File: src/cbi_defs.svh
// Constants for the CPU system bus interface: offsets, fields, reset values, counts
`ifndef CBI_DEFS_SVH
`define CBI_DEFS_SVH

// ----------------------------------------------------------------
// Register byte offsets
// ----------------------------------------------------------------
`define CBI_OFS_CMD 5'h00
`define CBI_OFS_ADDR 5'h04
`define CBI_OFS_SEG 5'h08
`define CBI_OFS_WDATA 5'h0C
`define CBI_OFS_RDATA 5'h10
`define CBI_OFS_STATUS 5'h14
`define CBI_OFS_RESOUT 5'h18

// ----------------------------------------------------------------
// Command register fields
// ----------------------------------------------------------------
`define CBI_CMD_GO 0
`define CBI_CMD_CODE_LO 1
`define CBI_CMD_CODE_HI 4
`define CBI_CMD_READ 5
`define CBI_CMD_BYTE 6
`define CBI_CMD_NORMAL 7

// ----------------------------------------------------------------
// Status register fields
// ----------------------------------------------------------------
`define CBI_STA_BUSY 0
`define CBI_STA_GRANT 1
`define CBI_STA_NMI 2
`define CBI_STA_NVI 3
`define CBI_STA_VI 4
`define CBI_STA_SEGMENT_TRAP_N 5
`define CBI_STA_RESIN 6
`define CBI_STA_STOP 7
`define CBI_STA_REJECT 8

// ----------------------------------------------------------------
// Transaction status codes
// ----------------------------------------------------------------
`define CBI_ST_INTERNAL 4'h0
`define CBI_ST_REFRESH 4'h1
`define CBI_ST_IO_STD 4'h2
`define CBI_ST_IO_SPC 4'h3
`define CBI_ST_ACK_SEGMENT_TRAP_N 4'h4
`define CBI_ST_ACK_NMI 4'h5
`define CBI_ST_ACK_NVI 4'h6
`define CBI_ST_ACK_VI 4'h7
`define CBI_ST_MEM_DATA 4'h8
`define CBI_ST_MEM_STACK 4'h9
`define CBI_ST_MEM_DATA_EXT 4'hA
`define CBI_ST_MEM_STACK_EXT 4'hB
`define CBI_ST_PROG 4'hC
`define CBI_ST_PROG_FIRST 4'hD
`define CBI_ST_EXT_XFER 4'hE
`define CBI_ST_RESERVED 4'hF

// ----------------------------------------------------------------
// Timing: transaction lengths in clocks before any external wait
// ----------------------------------------------------------------
`define CBI_MEM_CYCLES 4'h3
`define CBI_IO_CYCLES 4'h4
`define CBI_ACK_CYCLES 4'h8
`define CBI_BASE_CYCLES 4'h3

// ----------------------------------------------------------------
// Reset values
// ----------------------------------------------------------------
`define CBI_RST_CMD 8'h00
`define CBI_RST_WORD 16'h0000
`define CBI_RST_SEG 8'h00

`endif

File: src/cbi_pkg.sv
// Types for the CPU system bus interface: state encoding and the state record
package cbi_pkg;
	`include "cbi_defs.svh"

	// Transaction sequencer states, one-hot
	typedef enum logic [5:0] {
		CBI_IDLE = 6'h01,
		CBI_LEAD = 6'h02,
		CBI_ADDR = 6'h04,
		CBI_DATA = 6'h08,
		CBI_DONE = 6'h10,
		CBI_GRANT = 6'h20
	} cbi_state_e;

	// Every flip-flop of the block
	typedef struct packed {
		cbi_state_e state;
		logic [7:0] cmd;
		logic [15:0] addr;
		logic [7:0] seg;
		logic [15:0] wdata;
		logic [15:0] rdata;
		logic [3:0] wait_cnt;
		logic nmi_pend;
		logic nmi_prev;
		logic reject;
		logic res_out_n;
		logic last_byte;
		logic ack_wait_n;
		logic [31:0] readdata;
		logic [15:0] ad_out;
		logic ad_oe_n;
		logic [7:0] seg_out;
		logic [3:0] code_out;
		logic as_n;
		logic ds_n;
		logic rw;
		logic bw;
		logic ns;
		logic memory_request_n_n;
		logic ctl_oe_n;
		logic grant_n;
	} cbi_state_s;
endpackage
File: src/cbi_bus_master.sv
// CPU system bus transaction sequencer with an Avalon-MM register port
//
// Decided for this implementation: the register addresses and the Avalon-MM slave port.
`timescale 1ns/1ps
`include "cbi_defs.svh"

module cbi_bus_master
	import cbi_pkg::*;
(
	// Clock and reset
	input wire logic clock,
	input wire logic sys_rst,
	// Avalon-MM register slave
	input wire logic [4:0] avs_address,
	input wire logic avs_read,
	input wire logic avs_write,
	input wire logic [31:0] avs_writedata,
	input wire logic [3:0] avs_byteenable,
	output logic [31:0] avs_readdata,
	output logic avs_waitrequest,
	// Multiplexed address/data bus, split into in, out and enable
	input wire logic [15:0] mux_addr_data_bus_in,
	output logic [15:0] mux_addr_data_bus_out,
	output logic mux_addr_data_bus_oe_n,
	// Transaction control outputs
	output logic [7:0] segment_number_out,
	output logic [3:0] transaction_status_code,
	output logic address_strobe_n,
	output logic data_strobe_n,
	output logic read_write,
	output logic byte_word,
	output logic normal_system,
	output logic memory_request_n,
	output logic ctl_oe_n,
	// Wait and bus control
	input wire logic wait_n,
	input wire logic bus_request_n,
	output logic bus_grant_ack_n,
	// Interrupt and trap requests
	input wire logic nmi_n,
	input wire logic nonvectored_irq_n,
	input wire logic vectored_irq_n,
	input wire logic segment_trap_n,
	// Resource request lines
	input wire logic resource_req_in_n,
	output logic resource_req_out_n,
	// CPU control
	input wire logic stop_n,
	input wire logic cpu_reset_n
);
	import cbi_pkg::*;

	// ----------------------------------------------------------------
	// State
	// ----------------------------------------------------------------
	cbi_state_s r_reg; // All flip-flops
	cbi_state_s r_next; // Their next value

	// ----------------------------------------------------------------
	// Helpers
	// ----------------------------------------------------------------
	// Byte-lane merge of a 16-bit register
	function automatic logic [15:0] merge16(input logic [15:0] old, input logic [31:0] wd, input logic [3:0] be);
		logic [15:0] res;
		res = old;
		if (be[0]) begin
			res[7:0] = wd[7:0];
		end
		if (be[1]) begin
			res[15:8] = wd[15:8];
		end
		return res;
	endfunction

	// Number of cycles a code takes without external waits
	function automatic logic [3:0] base_len(input logic [3:0] code);
		logic [3:0] len;
		len = `CBI_MEM_CYCLES;
		if (code == `CBI_ST_IO_STD || code == `CBI_ST_IO_SPC) begin
			len = `CBI_IO_CYCLES;
		end else if (code[3:2] == 2'b01) begin
			len = `CBI_ACK_CYCLES;
		end
		return len;
	endfunction

	// Decoded fields of the pending command
	logic [3:0] cmd_code; // Status code to issue
	logic no_data; // Refresh or internal: no data strobe, no wait
	logic is_mem; // Memory address on the bus
	logic is_ack; // Interrupt or trap acknowledge
	logic no_addr; // Transaction carries no address
	logic cmd_read; // Effective direction
	logic acc; // Bus access accepted this cycle
	logic go_req; // Software asks for a transaction

	always_comb begin
		cmd_code = r_reg.cmd[`CBI_CMD_CODE_HI:`CBI_CMD_CODE_LO];
		no_data = (cmd_code == `CBI_ST_INTERNAL) || (cmd_code == `CBI_ST_REFRESH);
		is_ack = (cmd_code[3:2] == 2'b01);
		is_mem = cmd_code[3] && (cmd_code != `CBI_ST_EXT_XFER) && (cmd_code != `CBI_ST_RESERVED);
		no_addr = is_ack || (cmd_code == `CBI_ST_EXT_XFER) || (cmd_code == `CBI_ST_INTERNAL);
		cmd_read = r_reg.cmd[`CBI_CMD_READ] || is_ack || (cmd_code == `CBI_ST_INTERNAL);
		acc = (avs_read || avs_write) && !r_reg.ack_wait_n;
		go_req = acc && avs_write && (avs_address == `CBI_OFS_CMD) && avs_byteenable[0]
			&& avs_writedata[`CBI_CMD_GO];
	end

	// ----------------------------------------------------------------
	// Next-state logic
	// ----------------------------------------------------------------
	// Outputs are derived from the next state so every pin comes from a flop
	always_comb begin
		r_next = r_reg;

		// Avalon answer: waitrequest drops for exactly one cycle per request
		r_next.ack_wait_n = !((avs_read || avs_write) && r_reg.ack_wait_n);

		// Interrupt inputs: nmi is edge triggered, the others are levels
		r_next.nmi_prev = nmi_n;
		if (r_reg.nmi_prev && !nmi_n) begin
			r_next.nmi_pend = 1'b1;
		end

		// Register reads, latched in the cycle the request is seen
		if ((avs_read || avs_write) && r_reg.ack_wait_n) begin
			case (avs_address)
				`CBI_OFS_CMD: begin
					r_next.readdata = {24'h000000, r_reg.cmd};
				end
				`CBI_OFS_ADDR: begin
					r_next.readdata = {16'h0000, r_reg.addr};
				end
				`CBI_OFS_SEG: begin
					r_next.readdata = {24'h000000, r_reg.seg};
				end
				`CBI_OFS_WDATA: begin
					r_next.readdata = {16'h0000, r_reg.wdata};
				end
				`CBI_OFS_RDATA: begin
					r_next.readdata = {16'h0000, r_reg.rdata};
				end
				`CBI_OFS_STATUS: begin
					// Level requests shown as live pin state
					r_next.readdata = {23'h000000, r_reg.reject, !stop_n, !resource_req_in_n,
						!segment_trap_n, !vectored_irq_n, !nonvectored_irq_n,
						r_reg.nmi_pend, !r_reg.grant_n, r_reg.state != CBI_IDLE};
				end
				`CBI_OFS_RESOUT: begin
					r_next.readdata = {31'h00000000, !r_reg.res_out_n};
				end
				default: begin
					// Unmapped addresses read as zero
					r_next.readdata = 32'h00000000;
				end
			endcase
		end

		// Register writes take effect on the accepting edge
		if (acc && avs_write) begin
			case (avs_address)
				`CBI_OFS_CMD: begin
					// Command is frozen while a transaction runs
					if (avs_byteenable[0] && r_reg.state == CBI_IDLE) begin
						r_next.cmd = {avs_writedata[7:1], 1'b0};
					end
				end
				`CBI_OFS_ADDR: begin
					r_next.addr = merge16(r_reg.addr, avs_writedata, avs_byteenable);
				end
				`CBI_OFS_SEG: begin
					if (avs_byteenable[0]) begin
						r_next.seg = avs_writedata[7:0];
					end
				end
				`CBI_OFS_WDATA: begin
					r_next.wdata = merge16(r_reg.wdata, avs_writedata, avs_byteenable);
				end
				`CBI_OFS_STATUS: begin
					// Write one clears; a new edge in the same cycle wins
					if (avs_byteenable[0] && avs_writedata[`CBI_STA_NMI] && !(r_reg.nmi_prev && !nmi_n)) begin
						r_next.nmi_pend = 1'b0;
					end
					if (avs_byteenable[1] && avs_writedata[`CBI_STA_REJECT]) begin
						r_next.reject = 1'b0;
					end
				end
				`CBI_OFS_RESOUT: begin
					if (avs_byteenable[0]) begin
						r_next.res_out_n = !avs_writedata[0];
					end
				end
				default: begin
					// Writes elsewhere are dropped
				end
			endcase
		end

		// Transaction sequencer
		case (r_reg.state)
			CBI_IDLE: begin
				if (!bus_request_n) begin
					r_next.state = CBI_GRANT;
				end else if (go_req) begin
					if (avs_writedata[`CBI_CMD_CODE_HI:`CBI_CMD_CODE_LO] == `CBI_ST_RESERVED) begin
						r_next.reject = 1'b1;
					end else begin
						r_next.cmd = avs_writedata[7:0];
						r_next.state = CBI_LEAD;
					end
				end
			end
			CBI_LEAD: begin
				// Segment number already out; a bus request still takes priority
				if (!bus_request_n) begin
					r_next.state = CBI_GRANT;
					r_next.cmd[`CBI_CMD_GO] = 1'b0;
				end else if (!(cmd_code == `CBI_ST_PROG_FIRST && !stop_n)) begin
					r_next.state = CBI_ADDR;
				end
			end
			CBI_ADDR: begin
				r_next.state = CBI_DATA;
				r_next.wait_cnt = base_len(cmd_code) - `CBI_BASE_CYCLES;
			end
			CBI_DATA: begin
				if (r_reg.wait_cnt != 4'h0) begin
					r_next.wait_cnt = r_reg.wait_cnt - 4'h1;
				end else if (!wait_n && !no_data) begin
					r_next.state = CBI_DATA;
				end else begin
					r_next.state = CBI_DONE;
					if (cmd_read && !no_data) begin
						r_next.rdata = mux_addr_data_bus_in;
					end
				end
			end
			CBI_DONE: begin
				r_next.state = CBI_IDLE;
				r_next.cmd[`CBI_CMD_GO] = 1'b0;
				r_next.last_byte = r_next.bw;
			end
			CBI_GRANT: begin
				if (bus_request_n) begin
					r_next.state = CBI_IDLE;
				end
			end
			default: begin
				r_next.state = CBI_IDLE;
			end
		endcase

		// Pin values for the next state
		r_next.as_n = 1'b1;
		r_next.ds_n = 1'b1;
		r_next.memory_request_n_n = 1'b1;
		r_next.ad_oe_n = 1'b1;
		r_next.ctl_oe_n = 1'b0;
		r_next.grant_n = 1'b1;
		case (r_next.state)
			CBI_LEAD: begin
				r_next.seg_out = r_next.seg;
			end
			CBI_ADDR: begin
				r_next.as_n = 1'b0;
				r_next.code_out = cmd_code;
				r_next.rw = cmd_read;
				// Refresh keeps the previous size; acknowledge is a word
				r_next.bw = is_ack ? 1'b0 : (cmd_code == `CBI_ST_REFRESH ? r_reg.last_byte
					: r_reg.cmd[`CBI_CMD_BYTE]);
				r_next.ns = (cmd_code[3:2] == 2'b00 && !no_data) || is_ack ? 1'b0 : r_reg.cmd[`CBI_CMD_NORMAL];
				r_next.ad_out = no_addr ? 16'h0000 : r_reg.addr;
				r_next.ad_oe_n = 1'b0;
				r_next.memory_request_n_n = !is_mem;
			end
			CBI_DATA: begin
				r_next.ds_n = no_data;
				r_next.ad_out = r_reg.wdata;
				r_next.ad_oe_n = cmd_read || no_data;
			end
			CBI_GRANT: begin
				r_next.ctl_oe_n = 1'b1;
				r_next.grant_n = 1'b0;
			end
			default: begin
				// Idle and end of transaction: strobes high, bus released
			end
		endcase
	end

	// ----------------------------------------------------------------
	// Registers
	// ----------------------------------------------------------------
	// Either reset source clears everything; both are synchronous
	always_ff @(posedge clock) begin
		if (sys_rst || !cpu_reset_n) begin
			r_reg <= '0;
			r_reg.state <= CBI_IDLE;
			r_reg.ack_wait_n <= 1'b1;
			r_reg.nmi_prev <= 1'b1;
			r_reg.as_n <= 1'b1;
			r_reg.ds_n <= 1'b1;
			r_reg.memory_request_n_n <= 1'b1;
			r_reg.ad_oe_n <= 1'b1;
			r_reg.grant_n <= 1'b1;
			r_reg.rw <= 1'b1;
			// Resource request pin idles high so reset never claims a resource
			r_reg.res_out_n <= 1'b1;
		end else begin
			r_reg <= r_next;
		end
	end

	// ----------------------------------------------------------------
	// Outputs, straight from flops
	// ----------------------------------------------------------------
	assign avs_readdata = r_reg.readdata;
	assign avs_waitrequest = r_reg.ack_wait_n;
	assign mux_addr_data_bus_out = r_reg.ad_out;
	assign mux_addr_data_bus_oe_n = r_reg.ad_oe_n;
	assign segment_number_out = r_reg.seg_out;
	assign transaction_status_code = r_reg.code_out;
	assign address_strobe_n = r_reg.as_n;
	assign data_strobe_n = r_reg.ds_n;
	assign read_write = r_reg.rw;
	assign byte_word = r_reg.bw;
	assign normal_system = r_reg.ns;
	assign memory_request_n = r_reg.memory_request_n_n;
	assign ctl_oe_n = r_reg.ctl_oe_n;
	assign bus_grant_ack_n = r_reg.grant_n;
	assign resource_req_out_n = r_reg.res_out_n;
endmodule

File: config.mk
export PLATFORM = sky130hd
export DESIGN_NAME = cbi_bus_master
export DESIGN_NICKNAME = d
export VERILOG_FILES = /design/src/cbi_pkg.sv /design/src/cbi_bus_master.sv
export VERILOG_INCLUDE_DIRS = /design/src
export SDC_FILE = /design/constraint.sdc
export NUM_CORES = 1
export LEC_CHECK = 0
export BUFFER_PORTS_ARGS = -buffer_cell sky130_fd_sc_hd__buf_2
export CORE_MARGIN = 3
export CORE_UTILIZATION = 42
export DETAILED_ROUTE_END_ITERATION = 10
export HOLD_SLACK_MARGIN = 0.15
export PLACE_DENSITY_LB_ADDON = 0.08
export SYNTH_ARGS = -nofsm -noshare
export SYNTH_HDL_FRONTEND = slang
export SYNTH_SLANG_ARGS = --single-unit
File: constraint.sdc
create_clock -name clock -period 3.4 [get_ports clock]
set_input_delay 0.51 -clock clock [delete_from_list [all_inputs] [get_ports clock]]
set_output_delay 0.51 -clock clock [all_outputs]
set_load 0.02 [all_outputs]
==> reports/summary.txt <==
=================================================================================================================
Mux share of post-synthesis cell area ..............................................................       6.906%
Cell-internal power ................................................................................     2.650 mW
Share of total power in sequential cells ...........................................................        45.7%
EDFF count, synth ..................................................................................            0
Least setup slack across all paths after layout ....................................................     1.154 ns
Yosys warns ........................................................................................            0
Cell area after technology mapping .................................................................    6232 um^2
Total DRC errors in the routed layout ..............................................................            0
I/O pin count ......................................................................................          141
Slowest stage delay, CP ............................................................................      0.91 ns
Worst slack at placement ...........................................................................    0.9357 ns
Max-cap violation count ............................................................................            0
Power share of the clock group .....................................................................        49.5%
Quantity of gates resized following cts ............................................................            0
Maximum number of pins on one net before global-route repair .......................................           34
Leading cell type by number of instances after synthesis ...........................................      nand2_1
Die outline height .................................................................................     127.8 um
Placed wire-length estimate ........................................................................     13220 um
Synth cell types ...................................................................................           70
Rows ...............................................................................................           43
Layout Cell Area excl Fill .........................................................................    6940 um^2
Number of CTS-inserted buffers .....................................................................           17
Worst-margin pin slew ..............................................................................    0.9615 ns
Area of the die ....................................................................................   16340 um^2
Postcts setup bufs .................................................................................            0
Family with the most delay on the worst path ....................................................... simple AND/OR/NAND/NOR gates
Area of all sequential standard cells ..............................................................    2663 um^2
Biggest area consumer among synthesized cells ......................................................      dfxtp_1
Number of flip-flops under the largest register name ...............................................           74
Yosys reg bits .....................................................................................          133
Cells along the critical path ...................................................................... nor4b_4, nand3_2, nor4b_4, a32oi_1, nand2_1
Worst Path Buf+Inv .................................................................................            0
Routability-driven placement congestion ratio ......................................................       0.8770
Number of antenna violations at the first check in global routing ..................................            0
Comb pwr share .....................................................................................         4.8%
Number of pins exceeding their max-slew limit in the final report ..................................            0
Routed via count divided by cell count .............................................................        5.414
CTS clk-pin slew, worst paths ......................................................................      0.06 ns
Unrepaired setup endpoints after global routing ....................................................           no
Post-Route Setup TNS ...............................................................................         0 ns
Area of the core ...................................................................................   14200 um^2
Combinational family with the most area after synthesis ............................................ simple AND/OR/NAND/NOR gates
Number of vias in the routed layout ................................................................         5116
Parity-gate share of the synthesized area counting xor and xnor cells ..............................      0.4216%
Hold-fix buffers at CTS ............................................................................            0
Synthesized-area fraction occupied by ao, oa, aoi and oai cells ....................................       16.30%
CP Launch Type .....................................................................................     register
Post-Synth Simple-Gate Area ........................................................................       21.22%
Leading cell types by total area after synthesis ................................................... dfxtp_1 43%, buf_4 8.4%, nand2_1 8.1%, mux2i_1 6.9%, a21oi_1 3.3%
Placed standard-cell area ..........................................................................    6396 um^2
Routed Wire Length .................................................................................     18000 um
Clk Tree Root Cell .................................................................................    clkbuf_16
Final core area utilization ........................................................................       48.86%
Area Overhead vs Synth .............................................................................       11.36%
Initial Utilization ................................................................................       43.88%
Tcrit/Tclk final ...................................................................................       66.06%
Fraction of final layout cells sized beyond drive strength 1 .......................................       21.44%
Leak pwr ...........................................................................................     2.664 nW
Kind of path behind the tightest hold check ........................................................ primary input to register
Peak supply drop ...................................................................................    0.3370 mV
Cell Count Post-Placement ..........................................................................          914
Clock latency at the later pin of the worst-skew pair ..............................................      0.42 ns
Number of endpoints failing setup at the final stage ...............................................            0
Multi-input gate area ..............................................................................    2880 um^2
Endpoint type of the worst setup path ..............................................................     register
Most frequent cell on the critical path ............................................................      nor4b_4
Data arrival at the endpoint of the critical path ..................................................      2.61 ns
Port Buffer Count ..................................................................................          106
Commonest cells post-synth ......................................................................... 135 x nand2_1, 133 x dfxtp_1, 70 x buf_4
Most frequently used flop master after synthesis ...................................................      dfxtp_1
Length of the first detailed-routing pass in iterations ............................................            5
Arithmetic-cell share of the synthesized area counting full adders, half adders and majority gates .      0.2008%
Maximum clock rate .................................................................................    445.2 MHz
Net switching power figure .........................................................................    0.7841 mW
Remaining global-route overflow ....................................................................            0
Final hold violation count .........................................................................            0
Type of the setup path with the least slack ........................................................ register to register
Status ............................................................................................. finished, final reports clean
N_diodes ...........................................................................................            0
Number of DRC markers after the initial detailed-route iteration ...................................          513
Via count of the first global-routing pass .........................................................         4849
Total power per unit cell area ..................................................................... 494.8 nW/um^2
Fraction of post-synthesis cell area in the top cell type by area ..................................       42.72%
Number of standard cells in the layout, taps in and fillers out ....................................          945
Slowest cell on the critical path ..................................................................      nor4b_4
Synthesized instance count .........................................................................          709
Worst Hold Margin ..................................................................................    0.2863 ns
Wire per inst ......................................................................................     19.04 um
Overall global routing resource usage ..............................................................       22.07%
Die width ..........................................................................................     127.8 um
Share of synthesized registers carrying an async set or reset ......................................           0%
Clock skew .........................................................................................  0.006290 ns
Share of the yosys chip area belonging to registers ................................................       42.72%
Worst rel slew slack ...............................................................................       35.63%
Proportion of total power due to net switching .....................................................       22.83%
Critical path peak fanout ..........................................................................           16
Post-route minimum period ..........................................................................     2.246 ns
CTS H-tree depth ...................................................................................            4
Number of nets in the layout .......................................................................          824
Worst Path Required ................................................................................      3.76 ns
Synthesized area divided by synthesized cell count .................................................   8.790 um^2
TritonCTS clock tree ...............................................................................         done
Remaining number of nets flagged by the antenna check after routing ................................            0
Clock tree buffer depth ............................................................................            2
FILL cells .........................................................................................         1387
Overall power of the completed layout ..............................................................     3.434 mW
Total number of clock tree sinks ...................................................................          133
Global-route wire length before repair .............................................................     27790 um
=================================================================================================================
[path summary, 6_finish.rpt]
| path | cells past startpoint | startpoint | slack (ns) | end |
|---|---|---|---|---|
| worst min register to register | 2 | segment_number_out[1]$_SDFFE_PP0N_ | 0.45 | segment_number_out[1]$_SDFFE_PP0N_ |
| worst max register to register | 5 | r_reg[146]$_SDFF_PP0_ | 1.15 | mux_addr_data_bus_out[9]$_SDFFE_PP0P_ |
| worst max-delay path | 5 | r_reg[146]$_SDFF_PP0_ | 1.15 | mux_addr_data_bus_out[9]$_SDFFE_PP0P_ |
| worst min-delay path | 2 | nmi_n | 0.29 | r_reg[73]$_SDFF_PP1_ |
[cells in the final DEF (no fill, tap or decap), types with 3 or more instances in the layout]
| cell type | count |
|---|---|
| buf_2 | 106 |
| o211ai_1 | 4 |
| a221oi_1 | 3 |
| nor4_1 | 3 |
| nor3_4 | 3 |
| a22o_1 | 8 |
| clkbuf_16 | 17 |
| inv_1 | 7 |
| clkinv_2 | 3 |
| nand2_1 | 135 |
| nand2b_1 | 10 |
| nor2_1 | 52 |
| nand3_1 | 11 |
| nand4_1 | 3 |
| and3_1 | 3 |
| a222oi_1 | 9 |
| a32oi_1 | 18 |
| a21oi_1 | 41 |
| a22oi_1 | 11 |
| a211oi_1 | 5 |
| conb_1 | 16 |
| clkbuf_1 | 4 |
| dfxtp_1 | 133 |
| nor3_1 | 6 |
| o21ai_0 | 7 |
| and2_1 | 3 |
| nor2b_1 | 8 |
| clkinvlp_4 | 3 |
| or3_1 | 5 |
| buf_4 | 9 |
| mux2i_1 | 43 |
| o21ai_1 | 24 |
[cell type report]
type,count,area share [%]
Sequential cell,133,38.36
Clock inverter,8,1.100
Multi-Input combinational cell,478,41.50
Tap cell,180,3.245
Timing Repair Buffer,115,8.617
Clock buffer,23,6.742
Inverter,8,0.4327
[worst reg2reg max path, delay by kind of cell, from the launching register on]
kind / cells / cell delay [ns]
AOI/OAI and AO/OA: 1 / 0.10
DFF: 1 / 0.42
and+or+nand+nor: 4 / 1.67
[cell families after synthesis]
| family | after synthesis |
|---|---|
| DFF | 133 |
| xor gates and xnor gates | 3 |
| other | 1 |
| muxes | 43 |
| and+or+nand+nor | 267 |
| buffers and inverters | 113 |
| adders and majority gates | 1 |
| AOI/OAI and AO/OA | 148 |
[power groups by stage]
stage               logic [mW]  clock network [mW]  registers, mW
floorplan                0.103                   0           1.60
CTS                      0.162                1.73           1.57
global placement         0.161                   0           1.60
detailed placement       0.161                   0           1.60
finish                   0.163                1.70           1.57
global route             0.176                1.80           1.57
[routing by layer]
layer	vias to the layer above	wire length (um)	global-route usage [%]
li1	2507	-	-
met1	2387	8939	33.81
met2	199	7497	30.99
met3	23	1266	4.417
met4	0	292	6.679
met5	-	0	0
No activity file was read; power rests on OpenSTA's default activity.
